--- src/fwp_pkg.sv ---
// fwp_pkg: shared constants, types and states for the fault/warning pin logic
// assumes a 250 MHz system clock; register fields arrive as plain ports
package fwp_pkg;
	localparam int CLK_MHZ               = 250;
	localparam int CHANNELS              = 4;
	localparam int CLIP_WIN_W            = 8;
	localparam logic [7:0] CLIP_WIN_RESET = 8'h14;   // 20 pwm clocks
	localparam int CLR_REG_ADDR          = 32'h21;    // latch-release register
	localparam int CLR_BIT_POS           = 7;
	localparam int OTW_REG_ADDR          = 32'h01;    // warning threshold register
	localparam int OTW_LVL_LSB           = 5;
	localparam int OTW_LVL_MSB           = 6;
	localparam int RAMP_US               = 5000;      // outputs ramp down within 5 ms
	localparam int RAMP_CYCLES           = RAMP_US * CLK_MHZ;
	localparam int PWR_OFF_HOLD_US       = 15000;     // host keeps standby low before power removal
	localparam logic [1:0] OTW_LVL_RESET = 2'h0;

	// raw protection events, one cycle snapshot
	typedef struct packed {
		logic [CHANNELS-1:0] chan_fault;       // overcurrent or dc offset per channel
		logic                overtemp_shutdown;
		logic                supply_high_alarm;
		logic                supply_low_alarm;
		logic                clock_error;
	} fwp_fault_type;

	typedef struct packed {
		logic [CHANNELS-1:0] chan_full_mod;    // channel at 100% duty this pwm clock
		logic                overtemp_warning;
		logic [CHANNELS-1:0] chan_overtemp_warning;
		logic [CHANNELS-1:0] current_limit_warning;
	} fwp_warn_type;

	// mask bits for the alarm output, one per category
	typedef struct packed {
		logic chan;
		logic thermal;
		logic supply;
		logic clock;
	} fwp_fault_mask_type;

	typedef struct packed {
		logic clip;
		logic overtemp;
		logic current_limit;
	} fwp_warn_mask_type;

	// sticky status seen by software
	typedef struct packed {
		logic [CHANNELS-1:0] chan_fault;
		logic                overtemp_shutdown;
		logic                supply_high_alarm;
		logic                supply_low_alarm;
		logic                clock_error;
		logic                clip;
		logic                overtemp_warning;
		logic [CHANNELS-1:0] current_limit_warning;
		logic                por;
	} fwp_status_type;

	typedef enum logic [3:0] {
		ST_STANDBY  = 4'h1,
		ST_FLOATING = 4'h2,
		ST_MUTE     = 4'h4,
		ST_PLAY     = 4'h8
	} fwp_state_type;
endpackage

--- src/fwp_top.sv ---
// fwp_top: latches protection events onto active-low alarm and caution outputs,
// tracks the operating state from mute and standby inputs
// assumes all inputs synchronous to clk_sys; register fields are plain ports
// the 5 ms ramp is RAMP_CYCLES clocks; benches shorten it through the parameter
`timescale 1ns/1ps
// Function
// RL1: supply over threshold asserts alarm output and records status bit.
// RL2: channel, thermal shutdown, supply or clock faults drive alarm low.
// RL3: alarm stays latched until host writes latch-release bit.
// RL4: fault status bits stay set until latch-release write.
// RL5: fault masks gate only the alarm output, not status or protection.
// RL6: all fault masks are clear after reset.
// RL7: clipping, overtemp warning, current limit or power-on reset drive caution low.
// RL8: clip flagged after programmable consecutive full-modulation pwm clocks, default 20.
// RL9: latching clip status stays set until latch-release write.
// RL10: global or any channel temperature warning reports overtemp warning.
// RL11: two-bit warning threshold field selects overtemp warning level.
// RL12: clip, overtemp and current-limit masks gate caution only; clear after reset.
// RL13: caution output latches until latch-release write.
// RL14: low mute input mutes all channels; high lets them unmute.
// RL15: standby low shuts down, ramping outputs down within 5 ms.
// RL16: four states standby, floating, mute, play; register access always live.
// RL17: host holds standby low 15 ms before removing any supply; the fwp_host model holds it HOLD clocks, 30 by default.
// RL18: power-on reset sets por warning status and asserts caution.
// RL19: non-latching clip indication follows full modulation directly.
// RL20: current limit reports only as warning, never as fault.
// RL21: latch-release clears all status and both latches, then self-clears.
// RL22: sources still active during release set their bits again next cycle.
module fwp_top #(
	parameter int CHANNELS    = fwp_pkg::CHANNELS,
	parameter int RAMP_CYCLES = fwp_pkg::RAMP_CYCLES
) (
	// clock and reset
	input  wire logic                        clk_sys,
	input  wire logic                        rst_n,
	// protection event sources
	input  wire fwp_pkg::fwp_fault_type      fault_in,
	input  wire fwp_pkg::fwp_warn_type       warn_in,
	input  wire logic                        pwm_tick,
	// register fields
	input  wire fwp_pkg::fwp_fault_mask_type fault_mask,
	input  wire fwp_pkg::fwp_warn_mask_type  warn_mask,
	input  wire logic [7:0]                  clip_window,
	input  wire logic                        clip_latching,
	input  wire logic [1:0]                  otw_level_sel,
	input  wire logic                        clear_latch_wr,
	input  wire logic                        play_request,
	// host control pins
	input  wire logic                        mute_n,
	input  wire logic                        standby_n,
	// open-drain outputs, enable low while pulling the pin low
	output logic                             alarm_out,
	output logic                             alarm_oe_n,
	output logic                             caution_out,
	output logic                             caution_oe_n,
	// status and state
	output fwp_pkg::fwp_status_type          status,
	output logic [1:0]                       otw_level,
	output logic                             clear_latch_bit,
	output fwp_pkg::fwp_state_type           op_state,
	output logic                             outputs_floating,
	output logic                             osc_run,
	output logic                             mute_all,
	output logic                             ramp_active
);
	import fwp_pkg::*;

	// reset synchroniser
	logic                          rst_meta_n;
	logic                          rst_sync_n;
	// clip detection and live event summaries
	logic [CHANNELS-1:0][7:0]      clip_cnt;
	logic [CHANNELS-1:0]           clip_hit;
	logic                          clip_now;
	logic                          otw_now;
	logic                          ilim_now;
	// pin gating, protection and sticky status
	logic                          fault_pin_now;
	logic                          warn_pin_now;
	logic                          hard_fault;
	logic                          por_pending;
	logic [31:0]                   ramp_cnt;
	fwp_status_type                next_status;

	// reset released through two flops so deassertion is clean
	always_ff @(posedge clk_sys or negedge rst_n) begin
		if (!rst_n) begin
			rst_meta_n <= 1'b0;
			rst_sync_n <= 1'b0;
		end else begin
			rst_meta_n <= 1'b1;
			rst_sync_n <= rst_meta_n;
		end
	end

	// per-channel run length of full modulation in pwm clocks
	// saturates at the top so a long clip never wraps back below the window
	always_ff @(posedge clk_sys or negedge rst_sync_n) begin
		if (!rst_sync_n) begin
			clip_cnt <= '0;
		end else begin
			for (int i = 0; i < CHANNELS; i++) begin
				if (!warn_in.chan_full_mod[i]) begin
					clip_cnt[i] <= 8'h00;
				end else if (pwm_tick && clip_cnt[i] != 8'hFF) begin
					clip_cnt[i] <= clip_cnt[i] + 8'h01; // [RL8]
				end
			end
		end
	end

	// window of zero behaves as one clock so the flag cannot fire without modulation
	always_comb begin
		for (int i = 0; i < CHANNELS; i++) begin
			clip_hit[i] = warn_in.chan_full_mod[i] && (clip_cnt[i] >= clip_window) && (clip_cnt[i] != 8'h00); // [RL8]
		end
	end

	// live summaries; clip and overtemp each feed both the status bits and the caution pin, ilim_now only the pin
	assign clip_now = clip_latching ? |clip_hit : |warn_in.chan_full_mod; // [RL19]
	assign otw_now  = warn_in.overtemp_warning | (|warn_in.chan_overtemp_warning); // [RL10]
	assign ilim_now = |warn_in.current_limit_warning; // [RL20]

	// sticky status: set wins over the release, so a live source reappears next cycle
	always_comb begin
		next_status = clear_latch_wr ? '0 : status; // [RL21]
		// fault group
		next_status.chan_fault        = next_status.chan_fault | fault_in.chan_fault; // [RL4] [RL22]
		next_status.overtemp_shutdown = next_status.overtemp_shutdown | fault_in.overtemp_shutdown;
		next_status.supply_high_alarm = next_status.supply_high_alarm | fault_in.supply_high_alarm; // [RL1]
		next_status.supply_low_alarm  = next_status.supply_low_alarm | fault_in.supply_low_alarm;
		next_status.clock_error       = next_status.clock_error | fault_in.clock_error;
		// warning group
		next_status.overtemp_warning  = next_status.overtemp_warning | otw_now;
		next_status.current_limit_warning = next_status.current_limit_warning | warn_in.current_limit_warning;
		next_status.por               = next_status.por | por_pending; // [RL18]
		// non-latching clip mirrors the live condition only
		next_status.clip = clip_latching ? (next_status.clip | clip_now) : clip_now; // [RL9] [RL19]
	end

	// status register; apart from non-latching clip, cleared only by reset or the release write
	always_ff @(posedge clk_sys or negedge rst_sync_n) begin
		if (!rst_sync_n) begin
			status <= '0;
		end else begin
			status <= next_status;
		end
	end

	// protective action follows the recorded faults, so masking the pin cannot keep play alive
	assign hard_fault = |{status.chan_fault, status.overtemp_shutdown, status.supply_high_alarm,
	                      status.supply_low_alarm, status.clock_error}; // [RL5]

	// por event is reported once after every reset release
	always_ff @(posedge clk_sys or negedge rst_sync_n) begin
		if (!rst_sync_n) begin
			por_pending <= 1'b1;
		end else begin
			por_pending <= 1'b0; // [RL18]
		end
	end

	// masks only gate the pins; reset values of masks are the host's cleared fields
	assign fault_pin_now = (!fault_mask.chan    && |fault_in.chan_fault)
	                     | (!fault_mask.thermal && fault_in.overtemp_shutdown)
	                     | (!fault_mask.supply  && (fault_in.supply_high_alarm | fault_in.supply_low_alarm))
	                     | (!fault_mask.clock   && fault_in.clock_error); // [RL2] [RL5] [RL6]
	// caution gating; the power-on event is never masked
	assign warn_pin_now  = (!warn_mask.clip && clip_now)
	                     | (!warn_mask.overtemp && otw_now)
	                     | (!warn_mask.current_limit && ilim_now)
	                     | por_pending; // [RL7] [RL12]

	// open-drain data is low out of reset (alarm data is high during reset); only the enables move
	always_ff @(posedge clk_sys or negedge rst_sync_n) begin
		if (!rst_sync_n) begin
			alarm_out   <= 1'b1;
			caution_out <= 1'b0;
		end else begin
			alarm_out   <= 1'b0;
			caution_out <= 1'b0;
		end
	end

	// alarm latch; current limit never reaches this path, a set beats the release
	always_ff @(posedge clk_sys or negedge rst_sync_n) begin
		if (!rst_sync_n) begin
			alarm_oe_n <= 1'b1;
		end else if (fault_pin_now) begin
			alarm_oe_n <= 1'b0; // [RL1] [RL2] [RL20]
		end else if (clear_latch_wr) begin
			alarm_oe_n <= 1'b1; // [RL3] [RL21]
		end
	end

	// caution latch; power-on reset shows on caution at once
	always_ff @(posedge clk_sys or negedge rst_sync_n) begin
		if (!rst_sync_n) begin
			caution_oe_n <= 1'b0;
		end else if (warn_pin_now) begin
			caution_oe_n <= 1'b0; // [RL7] [RL22]
		end else if (clear_latch_wr) begin
			caution_oe_n <= 1'b1; // [RL13] [RL21]
		end
	end

	// release bit reads back one for a single cycle then self-clears
	always_ff @(posedge clk_sys or negedge rst_sync_n) begin
		if (!rst_sync_n) begin
			clear_latch_bit <= 1'b0;
		end else begin
			clear_latch_bit <= clear_latch_wr; // [RL21]
		end
	end

	// warning threshold field, a register the analog sensor reads
	always_ff @(posedge clk_sys or negedge rst_sync_n) begin
		if (!rst_sync_n) begin
			otw_level <= OTW_LVL_RESET;
		end else begin
			otw_level <= otw_level_sel; // [RL11]
		end
	end

	// ramp-down timer: standby waits for it before stopping the oscillator
	// the count restarts whenever standby is released, so a short standby pulse is harmless
	always_ff @(posedge clk_sys or negedge rst_sync_n) begin
		if (!rst_sync_n) begin
			ramp_cnt    <= '0;
			ramp_active <= 1'b0;
		end else if (standby_n) begin
			ramp_cnt    <= '0;
			ramp_active <= 1'b0;
		end else if (!ramp_active && (op_state == ST_MUTE || op_state == ST_PLAY)) begin
			ramp_cnt    <= 32'(RAMP_CYCLES - 1);
			ramp_active <= 1'b1; // [RL15]
		end else if (ramp_active && ramp_cnt != 32'h0) begin
			ramp_cnt <= ramp_cnt - 32'h1;
		end else begin
			ramp_active <= 1'b0;
		end
	end

	// operating state; with standby high, any recorded hard fault forces outputs floating
	// whether or not that fault category is masked from the alarm pin
	always_ff @(posedge clk_sys or negedge rst_sync_n) begin
		if (!rst_sync_n) begin
			op_state <= ST_STANDBY;
		end else begin
			case (op_state)
				ST_STANDBY: begin
					if (standby_n) begin
						op_state <= ST_FLOATING;
					end
				end
				ST_FLOATING: begin
					if (!standby_n) begin
						op_state <= ST_STANDBY;
					end else if (play_request && !hard_fault) begin
						op_state <= mute_n ? ST_PLAY : ST_MUTE; // [RL14]
					end
				end
				ST_MUTE, ST_PLAY: begin
					if (!standby_n && ramp_active && ramp_cnt == 32'h0) begin
						op_state <= ST_STANDBY; // [RL15]
					end else if (standby_n && (!play_request || hard_fault)) begin
						op_state <= ST_FLOATING;
					end else if (standby_n) begin
						op_state <= mute_n ? ST_PLAY : ST_MUTE; // [RL14]
					end
				end
				default: begin
					op_state <= ST_STANDBY;
				end
			endcase
		end
	end

	// decoded state outputs for the power stage, one flop per concern
	always_ff @(posedge clk_sys or negedge rst_sync_n) begin
		if (!rst_sync_n) begin
			outputs_floating <= 1'b1;
		end else begin
			outputs_floating <= (op_state == ST_STANDBY) || (op_state == ST_FLOATING); // [RL16]
		end
	end

	// oscillator stops only in standby
	always_ff @(posedge clk_sys or negedge rst_sync_n) begin
		if (!rst_sync_n) begin
			osc_run <= 1'b0;
		end else begin
			osc_run <= (op_state != ST_STANDBY); // [RL16]
		end
	end

	// mute follows the pin at once instead of waiting for the state to move
	always_ff @(posedge clk_sys or negedge rst_sync_n) begin
		if (!rst_sync_n) begin
			mute_all <= 1'b1;
		end else begin
			mute_all <= (op_state != ST_PLAY) || !standby_n || !mute_n; // [RL14] [RL15]
		end
	end
endmodule // fwp_top

--- config.mk ---
export PLATFORM = sky130hd
export DESIGN_NAME = fwp_top
export DESIGN_NICKNAME = d
export VERILOG_FILES = /design/src/fwp_pkg.sv /design/src/fwp_top.sv
export SDC_FILE = /design/constraint.sdc
export NUM_CORES = 1
export LEC_CHECK = 0
export BUFFER_PORTS_ARGS = -buffer_cell sky130_fd_sc_hd__buf_2
export CAP_MARGIN = 10
export CORE_ASPECT_RATIO = 1.75
export CORE_MARGIN = 1
export CORE_UTILIZATION = 62
export CTS_CLUSTER_DIAMETER = 80
export DETAILED_ROUTE_END_ITERATION = 10
export GPL_TIMING_DRIVEN = 1
export PLACE_DENSITY_LB_ADDON = 0.25
export SLEW_MARGIN = 25
export SYNTH_ARGS = -nofsm -noshare
export SYNTH_HDL_FRONTEND = slang
export SYNTH_SLANG_ARGS = --single-unit
--- constraint.sdc ---
create_clock -name clk_sys -period 5.85 [get_ports clk_sys]
set_input_delay 0.2925 -clock clk_sys [delete_from_list [all_inputs] [get_ports clk_sys]]
set_output_delay 0.2925 -clock clk_sys [all_outputs]
set_load 0.1 [all_outputs]
# Word-level counts from Yosys, hierarchy flattened
# Index checks and enable logic that the tools add are counted.
[classes]
add_sub_neg = 5
n_mul = 0
div = 0
order_cmp = 4
eq_ne = 18
shift = 0
mux = 28
n_bitwise = 17
reduce_logical = 59
[op_table]
columns = ["cell", "n"]
rows = [
  ["32-bit two-way mux", 3],
  ["8-bit two-way mux", 8],
  ["8-bit by 1-bit adder with 8-bit output (second input constant)", 4],
  ["8-bit greater-or-equal comparator", 4],
  ["32-bit logical NOT", 1],
  ["8-bit inequality test (second input constant)", 4],
  ["32-bit nonzero test", 1],
  ["8-bit nonzero test", 4],
  ["32-bit by 1-bit subtractor with 32-bit output (second input constant)", 1],
  ["4-bit two-way mux", 7],
  ["1-bit logical AND", 25],
  ["4-bit OR reduction", 5],
  ["15-bit two-way mux", 1],
  ["1-bit bitwise OR", 15],
  ["1-bit logical NOT", 12],
  ["4-bit one-hot mux with 3 select lines", 1],
  ["1-bit two-way mux", 8],
  ["2-bit by 1-bit inequality test with 1-bit output (second input constant)", 4],
  ["4-bit inequality test (second input constant)", 2],
  ["4-bit bitwise OR", 2],
  ["8-bit OR reduction", 1],
  ["3-bit inequality test (second input constant)", 2],
  ["1-bit logical OR", 5],
  ["4-bit by 1-bit equality test with 1-bit output (second input constant)", 1],
  ["other kinds (9)", 10],
]
[word_totals]
regBits = 95
latchBits = 0
mem_bits_rw = 0
mem_bits_ro = 0
out_inout_bits = 30
mem_count = 0

# Depth between registers and ports, before layout
# Gate-level depths: netlist of the first run.
[logic_depth]
ltp_word = 10
mapped_depth = 9

# Least setup slack after synthesis of the first run
# No wires, ideal clock.
[synth_path]
path_type = "register -> register"
startpoint = "register ramp_active"
endpoint = "register ramp_cnt[16]"
setup_ps = 82
arrival_time_ps = 2438
t_required_ps = 5768
path_slack_ps = 3330
path_stages_with_launch = 6
synth_period_minus_slack_ps = 2520
cell_sequence = "dfrtp_1 -> nand4_1 -> a31oi_2 -> nand3b_1 -> or4_1 -> a31oi_1"
[synth_via]
elab_chain_len = 4
[synth_rtl]
columns = ["element", "line_no", "source"]
rows = [
  ["start: declaration", "fwp_top.sv:64", "output logic ramp_active"],
  ["start signal: assignment", "fwp_top.sv:230", "ramp_active <= 1'b0;"],
  ["start signal: assignment", "fwp_top.sv:233", "ramp_active <= 1'b0;"],
  ["start signal: assignment", "fwp_top.sv:236", "ramp_active <= 1'b1;"],
  ["1-bit logical NOT", "fwp_top.sv:234", "end else if (!ramp_active && (op_state == ST_MUTE || op_state == ST_PLAY)) begin"],
  ["1-bit logical AND", "fwp_top.sv:234", ""],
  ["32-bit two-way mux", "fwp_top.sv:234", ""],
  ["32-bit two-way mux", "fwp_top.sv:231", "end else if (standby_n) begin"],
  ["end signal: assignment", "fwp_top.sv:235", "ramp_cnt <= 32'(RAMP_CYCLES - 1);"],
  ["end signal: assignment", "fwp_top.sv:238", "ramp_cnt <= ramp_cnt - 32'h1;"],
  ["end: declaration", "fwp_top.sv:82", "logic [31:0] ramp_cnt;"],
]
# Several ways; a longest one is shown, not always the timed one.
# A chain may end at the register's enable or synchronous reset.

# Final worst setup path of the first run
[layout_path]
startpoint = "register ramp_cnt[8]"
endpoint = "register ramp_cnt[17]"
[layout_via]
elab_chain_len = 4
[layout_rtl]
columns = ["element", "line_no", "source"]
rows = [
  ["32-bit by 1-bit subtractor with 32-bit output", "fwp_top.sv:238", ""],
  ["32-bit two-way mux", "fwp_top.sv:237", "end else if (ramp_active && ramp_cnt != 32'h0) begin"],
  ["32-bit two-way mux", "fwp_top.sv:234", ""],
  ["32-bit two-way mux", "fwp_top.sv:231", ""],
]
# Several ways; a longest one is shown, not always the timed one. The select of a mux whose other input is x is not followed.

==> results_dict.tcl, run 1 <==
set metrics [dict create \
    element_type_at_the_critical_path_end "register" \
    initial_antenna_violation_count 0 \
    timing.reg2reg.setup_slack_ns 3.11 \
    netlist_instances 535 \
    max_clock_freq_ghz 0.364 \
    r2r_start "ramp_cnt[8]$_DFFE_PN0P_" \
    power_density_mw_per_mm2 313 \
    yosys.cell_types.count 60 \
    netlist_area_mm2 0.00539 \
    clock_tree.buffer_depth 2 \
    critPathKind "register to register" \
    edff_count_synth 0 \
    area.growth.synth_to_final_pct 15.0 \
    synth_seq_area_share_pct 44.2 \
    vias 4358 \
    cell_chosen_for_the_clock_root "clkbuf_16" \
    postRouteWirelength_um 12000 \
    worst_hold_slack_ns 0.0549 \
    cp.arrival_ns 2.95 \
    grt_max_degree 83 \
    min-delay-path-class "primary input to register" \
    r2r-end "ramp_cnt[17]$_DFFE_PN0P_" \
    worstHoldStart "otw_level_sel[0]" \
    number_of_placed_i_o_pins 76 \
    worst_vdd_rail_ir_drop_uv 262 \
    clk_sinks 95 \
    critPathMaxFanout 12 \
    finalWeightedCongestion 0.836 \
    grtUsageTotal_pct 29.2 \
    number_of_design_rule_violations_left_by_the_first_detailed_router_iteration 224 \
    routed_via_density 5.95 \
    slew_viol_final 0 \
    reg2regPathDepth 6 \
    final-hold-violation-count 0 \
    proportion_of_synthesized_flip_flops_having_asynchronous_set_or_reset_pct 100 \
    hold_end "otw_level[0]$_DFF_PN0_" \
    total_die_area_mm2 0.00908 \
    report.final.setup_viol 0 \
    die_w_um 72.5 \
    num_rows 44 \
    drc_violations 0 \
    worst_skew_pair.late_latency_ns 0.35 \
    total_core_area_mm2 0.00837 \
    place.detailed.hpwl_um 8840 \
    global_route_wire_length_before_repair_um 20700 \
    cts_tree "done" \
    cts_post_setup_buffers_inserted 0 \
    tritoncts.num_buffers 9 \
    number_of_max_cap_violations 0 \
    worst_max_slew_margin_expressed_relative_to_the_limit_pct 44.8 \
    chip_height_um 125 \
    met2_routed_wl_um 6810 \
    fraction_of_layout_cells_with_a_size_suffix_above_1_pct 17.8 \
    min_delay_path_depth 1 \
    synth_warnings 0 \
    htreeDepth 3 \
    port_buffers 74 \
    route.met3.wl_um 304 \
    final_worst_path_cycle_share_pct 46.9 \
    first_global_vias 4577 \
    grt_setup_unrepaired "no" \
    worstMarginPinSlew_ns 0.820 \
    drt_pre_antenna_iters 5 \
    worst_setup_path_start_kind "register" \
    cts_hold_buf 1 \
    ys_ff_latch 95 \
    regArea_mm2 0.00239 \
    ctsResizeCount 0 \
    n_fill_cell 632 \
    ys.flop_type "dfrtp_1" \
    finalWorstPathRequiredPeriod_ns 2.74 \
    drt-wirelength-per-cell_um 16.4 \
    route.layer.met1.wl_um 4450 \
    multi_input_comb_area_mm2 0.00285 \
    synth.avg_cell_area_um2 10.1 \
    finalNetCount 701 \
    critPathRequiredTime_ns 6.06 \
    top_signal_layer_used "met4" \
    diodes 0 \
    leakage_uw 0.00299 \
    clock-skew-final_ns 0.00631 \
    status "complete, no violations" \
    globalRouteOverflowTotal 0 \
    initial_core_util_pct 64.4 \
    cts.clk_slew.worst_paths_ns 0.06 \
    drtAntennaViolNets 0 \
    final.setup.tns_ns 0 \
]
-- worst max path at each step --
stage,from,end,slack [ns],cells past startpoint
CTS,ramp_cnt[8]$_DFFE_PN0P_,ramp_cnt[17]$_DFFE_PN0P_,3.12,6
global route,ramp_cnt[8]$_DFFE_PN0P_,ramp_cnt[9]$_DFFE_PN0P_,2.98,6
global placement,ramp_cnt[8]$_DFFE_PN0P_,ramp_cnt[9]$_DFFE_PN0P_,3.24,6
detailed placement,ramp_cnt[8]$_DFFE_PN0P_,ramp_cnt[17]$_DFFE_PN0P_,3.19,6
floorplan,rst_sync_n$_DFF_PN0_,caution_oe_n$_DFFE_PN0P_,3.02,0
finish,ramp_cnt[8]$_DFFE_PN0P_,ramp_cnt[17]$_DFFE_PN0P_,3.11,6
-- critical path, stage by stage, from the launching register on --
cell,delay [ns]
dfrtp_1,0.43
or4_4,0.58
or3_1,0.54
o31ai_4,0.65
nor3_1,0.13
xnor2_1,0.19
a21oi_1,0.09
-- sequential cells by signal, summed over array words and instances (netlist names) --
name	cells
alarm_oe_n	1
alarm_out	1
caution_oe_n	1
clear_latch_bit	1
clip_cnt	32
mute_all	1
op_state	4
osc_run	1
otw_level	2
outputs_floating	1
ramp_active	1
ramp_cnt	32
rst_meta_n	1
rst_sync_n	1
status	15
-- Yosys cell counts, drive strengths merged, types with 6 or more instances --
cell	count	area, um^2
nand2	34	128
dfrtp	90	2250
nor2b	8	50.1
o21ai	8	40.0
a31oi	6	43.8
and3	11	68.8
nand4	13	81.3
nor3	13	65.1
inv	27	101
nor4	11	105
nor2	51	191
xor2	19	166
or3	7	50.1
nand3	11	55.1
a21oi	23	115
or4	8	67.6
a21o	18	135
ha	42	526
xnor2	35	307
and2	26	163
-- cell type report --
| cell class | count | area share (%) |
|---|---|---|
| flip-flops and latches | 95 | 38.5 |
| repair buffers | 76 | 6.32 |
| inverters | 27 | 1.64 |
| clock inverters | 5 | 1.03 |
| multi-input cells | 404 | 46.1 |
| well taps | 115 | 2.32 |
| clock buffers | 11 | 4.08 |
-- stage by stage --
stage,total power [uW],std cells,setup slack [ns],area [um^2],util [%]
finish,1940,733,3.11,6190,74.0
global route,2030,733,2.98,6190,74.0
CTS,1950,733,3.12,6190,74.0
detailed placement,1330,716,3.19,5860,70.1
global placement,1310,716,3.24,5860,70.1
floorplan,1220,536,3.02,5390,-
-- logic make-up after synthesis --
group / synth area share (%)
muxes: 0.395
and+or+nand+nor: 22.7
buffers and inverters: 2.88
DFF: 44.2
other: 0.139
adders and majority gates: 9.75
AOI/OAI and AO/OA: 11.1
xor gates and xnor gates: 8.78
-- metal layers --
layer  track usage, %  vias to the layer above
met5                0                        -
met4             15.7                        0
met3             4.51                       40
met2             53.3                       97
met1             31.1                     2158
li1                 -                     2063
-- cell usage in the layout, fill, tap and decap left out, drive strengths merged, types with 5 or more instances in the layout --
cell type  instances
a31oi              6
dfstp              5
and3              11
a21oi             23
nand2b             5
nor4              11
dfrtp             90
clkbuf            11
o21ai              8
a21o              18
xnor2             35
nor4b              5
inv               29
o41ai              5
nand4             13
and2              26
buf               75
or4                8
nor2              51
xor2              19
ha                42
nor2b              8
nor3              13
nand2             34
or3                7
nand3             11
-- where the power goes --
| group | switching (uW) | total, uW | internal, uW |
|---|---|---|---|
| clock | 253 | 612 | 359 |
| sequential | 42.6 | 750 | 707 |
| combinational | 425 | 575 | 150 |
| total | 721 | 1940 | 1220 |
(Power assumes the default switching activity.)
==> inputs of run 2 (changes only) <==
--- a/config.mk
+++ b/config.mk
@@ -5,11 +5,12 @@
 export SDC_FILE = /design/constraint.sdc
 export NUM_CORES = 1
 export LEC_CHECK = 0
+export ABC_AREA = 1
 export BUFFER_PORTS_ARGS = -buffer_cell sky130_fd_sc_hd__buf_2
 export CAP_MARGIN = 10
 export CORE_ASPECT_RATIO = 1.75
 export CORE_MARGIN = 1
-export CORE_UTILIZATION = 62
+export CORE_UTILIZATION = 53
 export CTS_CLUSTER_DIAMETER = 80
 export DETAILED_ROUTE_END_ITERATION = 10
 export GPL_TIMING_DRIVEN = 1
==> constraint.sdc (replaced) <==
create_clock -name clk_sys -period 2.3 [get_ports clk_sys]
set_input_delay 0.115 -clock clk_sys [delete_from_list [all_inputs] [get_ports clk_sys]]
set_output_delay 0.115 -clock clk_sys [all_outputs]
set_load 0.1 [all_outputs]
==> run 2 against run 1 <==
First-iteration DRC count increased by 60%. Worst hold slack lost 0.031 ns. Area after synthesis increased by 11%. Sequential power grew to 2.6 times the previous value. Clock-buffer cell count decreased by 2. Critical endpoint is now ramp_cnt[0]$_DFFE_PN0P_.
==> results_dict.tcl, run 2 <==
set metrics [dict create \
    finish.utilization_pct 63.7 \
    switchingPower_uw 2650 \
    synth.avg_cell_area_um2 7.60 \
    die_w_um 82.3 \
    regArea_mm2 0.00239 \
    timing.reg2reg.setup_slack_ns 0.26 \
    grtUsageTotal_pct 29.0 \
    cell_chosen_for_the_clock_root "clkbuf_16" \
    vias 5563 \
    reg2regPathDepth 7 \
    cp.arrival_ns 2.33 \
    clk_sinks 95 \
    ctsResizeCount 0 \
    yosys.cell_types.count 47 \
    power_density_mw_per_mm2 861 \
    number_of_max_cap_violations 0 \
    min_delay_path_depth 3 \
    netlist_instances 787 \
    total_core_area_mm2 0.0110 \
    proportion_of_synthesized_flip_flops_having_asynchronous_set_or_reset_pct 100 \
    drt-wirelength-per-cell_um 15.4 \
    worst_max_slew_margin_expressed_relative_to_the_limit_pct 61.9 \
    worstHoldStart "warn_in[12]" \
    critPathKind "register to register" \
    finalWorstPathRequiredPeriod_ns 2.04 \
    multi_input_comb_area_mm2 0.00312 \
    routed_via_density 5.43 \
    final-instance-count-excl-fill 1024 \
    fraction_of_layout_cells_with_a_size_suffix_above_1_pct 14.8 \
    netlist_area_mm2 0.00598 \
    worstPathCellList "nor2_1 > nand3_1 > nor2_2 > clkinv_1 > o21ai_2 > o21ai_1 > o21ai_2" \
    number_of_placed_i_o_pins 76 \
    synthDominantCellAreaShare_pct 37.7 \
    number_of_design_rule_violations_left_by_the_first_detailed_router_iteration 358 \
    diodes 0 \
    final.setup.tns_ns 0 \
    cpPeakStageDelay_ns 0.43 \
    worstMarginPinSlew_ns 0.571 \
    total_die_area_mm2 0.0117 \
    critPathTopFamily "compound AO/OA/AOI/OAI gates" \
    yosys-top-cells-area "dfrtp_1 38%, nand2_1 11%, ha_1 8.8%" \
    r2r_start "op_state[1]$_DFFE_PN0P_" \
    area.growth.synth_to_final_pct 17.6 \
    report.final.setup_viol 0 \
    max_clock_freq_ghz 0.490 \
    cts_tree "done" \
    min-delay-path-class "primary input to register" \
    first_global_vias 5520 \
    drt_pre_antenna_iters 4 \
    power.combinational.fraction_pct 40.9 \
    power_switching_share_pct 43.7 \
    finalNetCount 975 \
    drc_violations 0 \
    critPathRequiredTime_ns 2.59 \
    reg.largest.list "clip_cnt (32), ramp_cnt (32), status (15)" \
    final_common_cell "nand2_1" \
    htreeDepth 3 \
    grt_max_degree 53 \
    ys.flop_type "dfrtp_1" \
    initial_core_util_pct 54.2 \
    dominant_cell_by_count_in_the_synthesized_netlist "nand2_1" \
    ys_ff_latch 95 \
    clock-skew-final_ns 0.0122 \
    globalRouteOverflowTotal 0 \
    synth_warnings 0 \
    mostFrequentLayoutCells "171 x nand2_1, 108 x nor2_1, 107 x inv_1" \
    tritoncts.num_buffers 9 \
    synth_top_cell_by_area "dfrtp_1" \
    worst_skew_pair.late_latency_ns 0.36 \
    slew_viol_final 0 \
    edff_count_synth 0 \
    crit_path_top_delay_cell "o21ai_2" \
    timing.critical_path.mode_cell "o21ai_2" \
    critPathMaxFanout 9 \
    final_worst_path_cycle_share_pct 88.7 \
    initial_antenna_violation_count 0 \
    port_buffers 74 \
    worst_hold_slack_ns 0.0234 \
    internal_portion_of_total_power_uw 3410 \
    worst_setup_path_start_kind "register" \
    leakage_uw 0.00378 \
    postRouteWirelength_um 15800 \
    element_type_at_the_critical_path_end "register" \
    n_fill_cell 981 \
    final-hold-violation-count 0 \
    synth_seq_area_share_pct 39.9 \
    status "complete, no violations" \
    num_rows 51 \
    p_clk_share_pct 26.7 \
    cts.clk_slew.worst_paths_ns 0.07 \
    worst_vdd_rail_ir_drop_uv 729 \
    global_route_wire_length_before_repair_um 25000 \
    place.detailed.hpwl_um 12200 \
    finalWeightedCongestion 1.01 \
    clock_tree.buffer_depth 2 \
    power.share.sequential_pct 32.4 \
    grt_setup_unrepaired "no" \
    placed_cells 988 \
    chip_height_um 143 \
    most_common_library_cells_after_synthesis "171 x nand2_1, 108 x nor2_1, 107 x inv_1, 90 x dfrtp_1, 49 x nand3_1" \
    hold_end "clip_cnt[28]$_DFFE_PN0P_" \
    r2r-end "ramp_cnt[0]$_DFFE_PN0P_" \
    drtAntennaViolNets 0 \
    cp_num_buf_inv 1 \
]
==> run 2: cell types whose count changed after synthesis, sizes merged, moves of 35 or more <==
cell	change
nand2	+141
nand3	+39
xnor2	-35
nor2	+67
o21ai	+36
inv	+84
==> run 2: power by group through the flow <==
stage | Sequential (uW) | Clock, uW | Combinational, uW
after floorplan | 2450 | 0 | 1420
after global placement | 1990 | 0 | 2410
after detailed placement | 1990 | 0 | 2430
after CTS | 1960 | 1640 | 2470
after global routing | 1980 | 1710 | 2710
final | 1960 | 1620 | 2480
==> run 2: how the worst max path moves through the flow <==
stage | from | endpoint | slack (ns) | cells after the start
6_report | op_state[1]$_DFFE_PN0P_ | ramp_cnt[0]$_DFFE_PN0P_ | 0.26 | 7
5_1_grt | clip_cnt[17]$_DFFE_PN0P_ | clip_cnt[23]$_DFFE_PN0P_ | 0.07 | 9
4_1_cts | op_state[1]$_DFFE_PN0P_ | ramp_cnt[0]$_DFFE_PN0P_ | 0.23 | 7
3_5_place_dp | op_state[1]$_DFFE_PN0P_ | ramp_cnt[0]$_DFFE_PN0P_ | 0.29 | 7
3_3_place_gp | op_state[1]$_DFFE_PN0P_ | ramp_cnt[0]$_DFFE_PN0P_ | 0.28 | 7
2_1_floorplan | op_state[2]$_DFFE_PN0P_ | ramp_cnt[1]$_DFFE_PN0P_ | 0.16 | 10
==> run 2: layout make-up <==
cell class	instances	share of cell area (%)
clock buffer	9	3.20
timing repair buffer	98	8.72
clock inverter	7	1.46
inverter	112	5.98
sequential	95	33.9
multi-input combinational	571	44.4
tap	132	2.35
==> run 2: logic make-up (layout without fill, tap and decap cells) <==
group                    count (synthesis)  in the layout  share of synthesized area (%)
AO/OA/AOI/OAI                          123            123                           12.3
AND/OR/NAND/NOR                        393            393                           29.5
adder cells (fa/ha/maj)                 42             42                           8.79
XOR/XNOR                                10             10                           1.46
other                                    2              3                          0.126
buffers and inverters                  122            226                           8.03
flip-flops                              95             95                           39.9
==> run 2: layer usage <==
metal  GRT usage, %  vias up  part of all wire, %
met5              0        -                    0
met4           24.0        0                  7.3
met3           3.53       71                  2.4
met2           53.9      126                   55
met1           26.4     2602                   35
li1               -     2764                    -
==> run 2: worst reg2reg max path, stage by stage, from the launching register on <==
cell      delay (ns)
dfrtp_1         0.41
nor2_1          0.17
nand3_1         0.15
nor2_2          0.25
clkinv_1        0.35
o21ai_2         0.43
o21ai_1         0.14
o21ai_2         0.07
==> run 2: metrics by stage <==
stage               power [uW]  setup slack [ns]  cell area (um^2)
finish                    6060             0.259              7030
global route              6400            0.0676              7030
CTS                       6080             0.232              7030
detailed placement        4430             0.285              6500
global placement          4400             0.279              6500
floorplan                 3870             0.157              5980
==> run 2: what timing repair did <==
item / CTS / global route
hold endpoints to repair: 19 / 0
buffers inserted: 0 / 0
hold buffers: 20 / 0
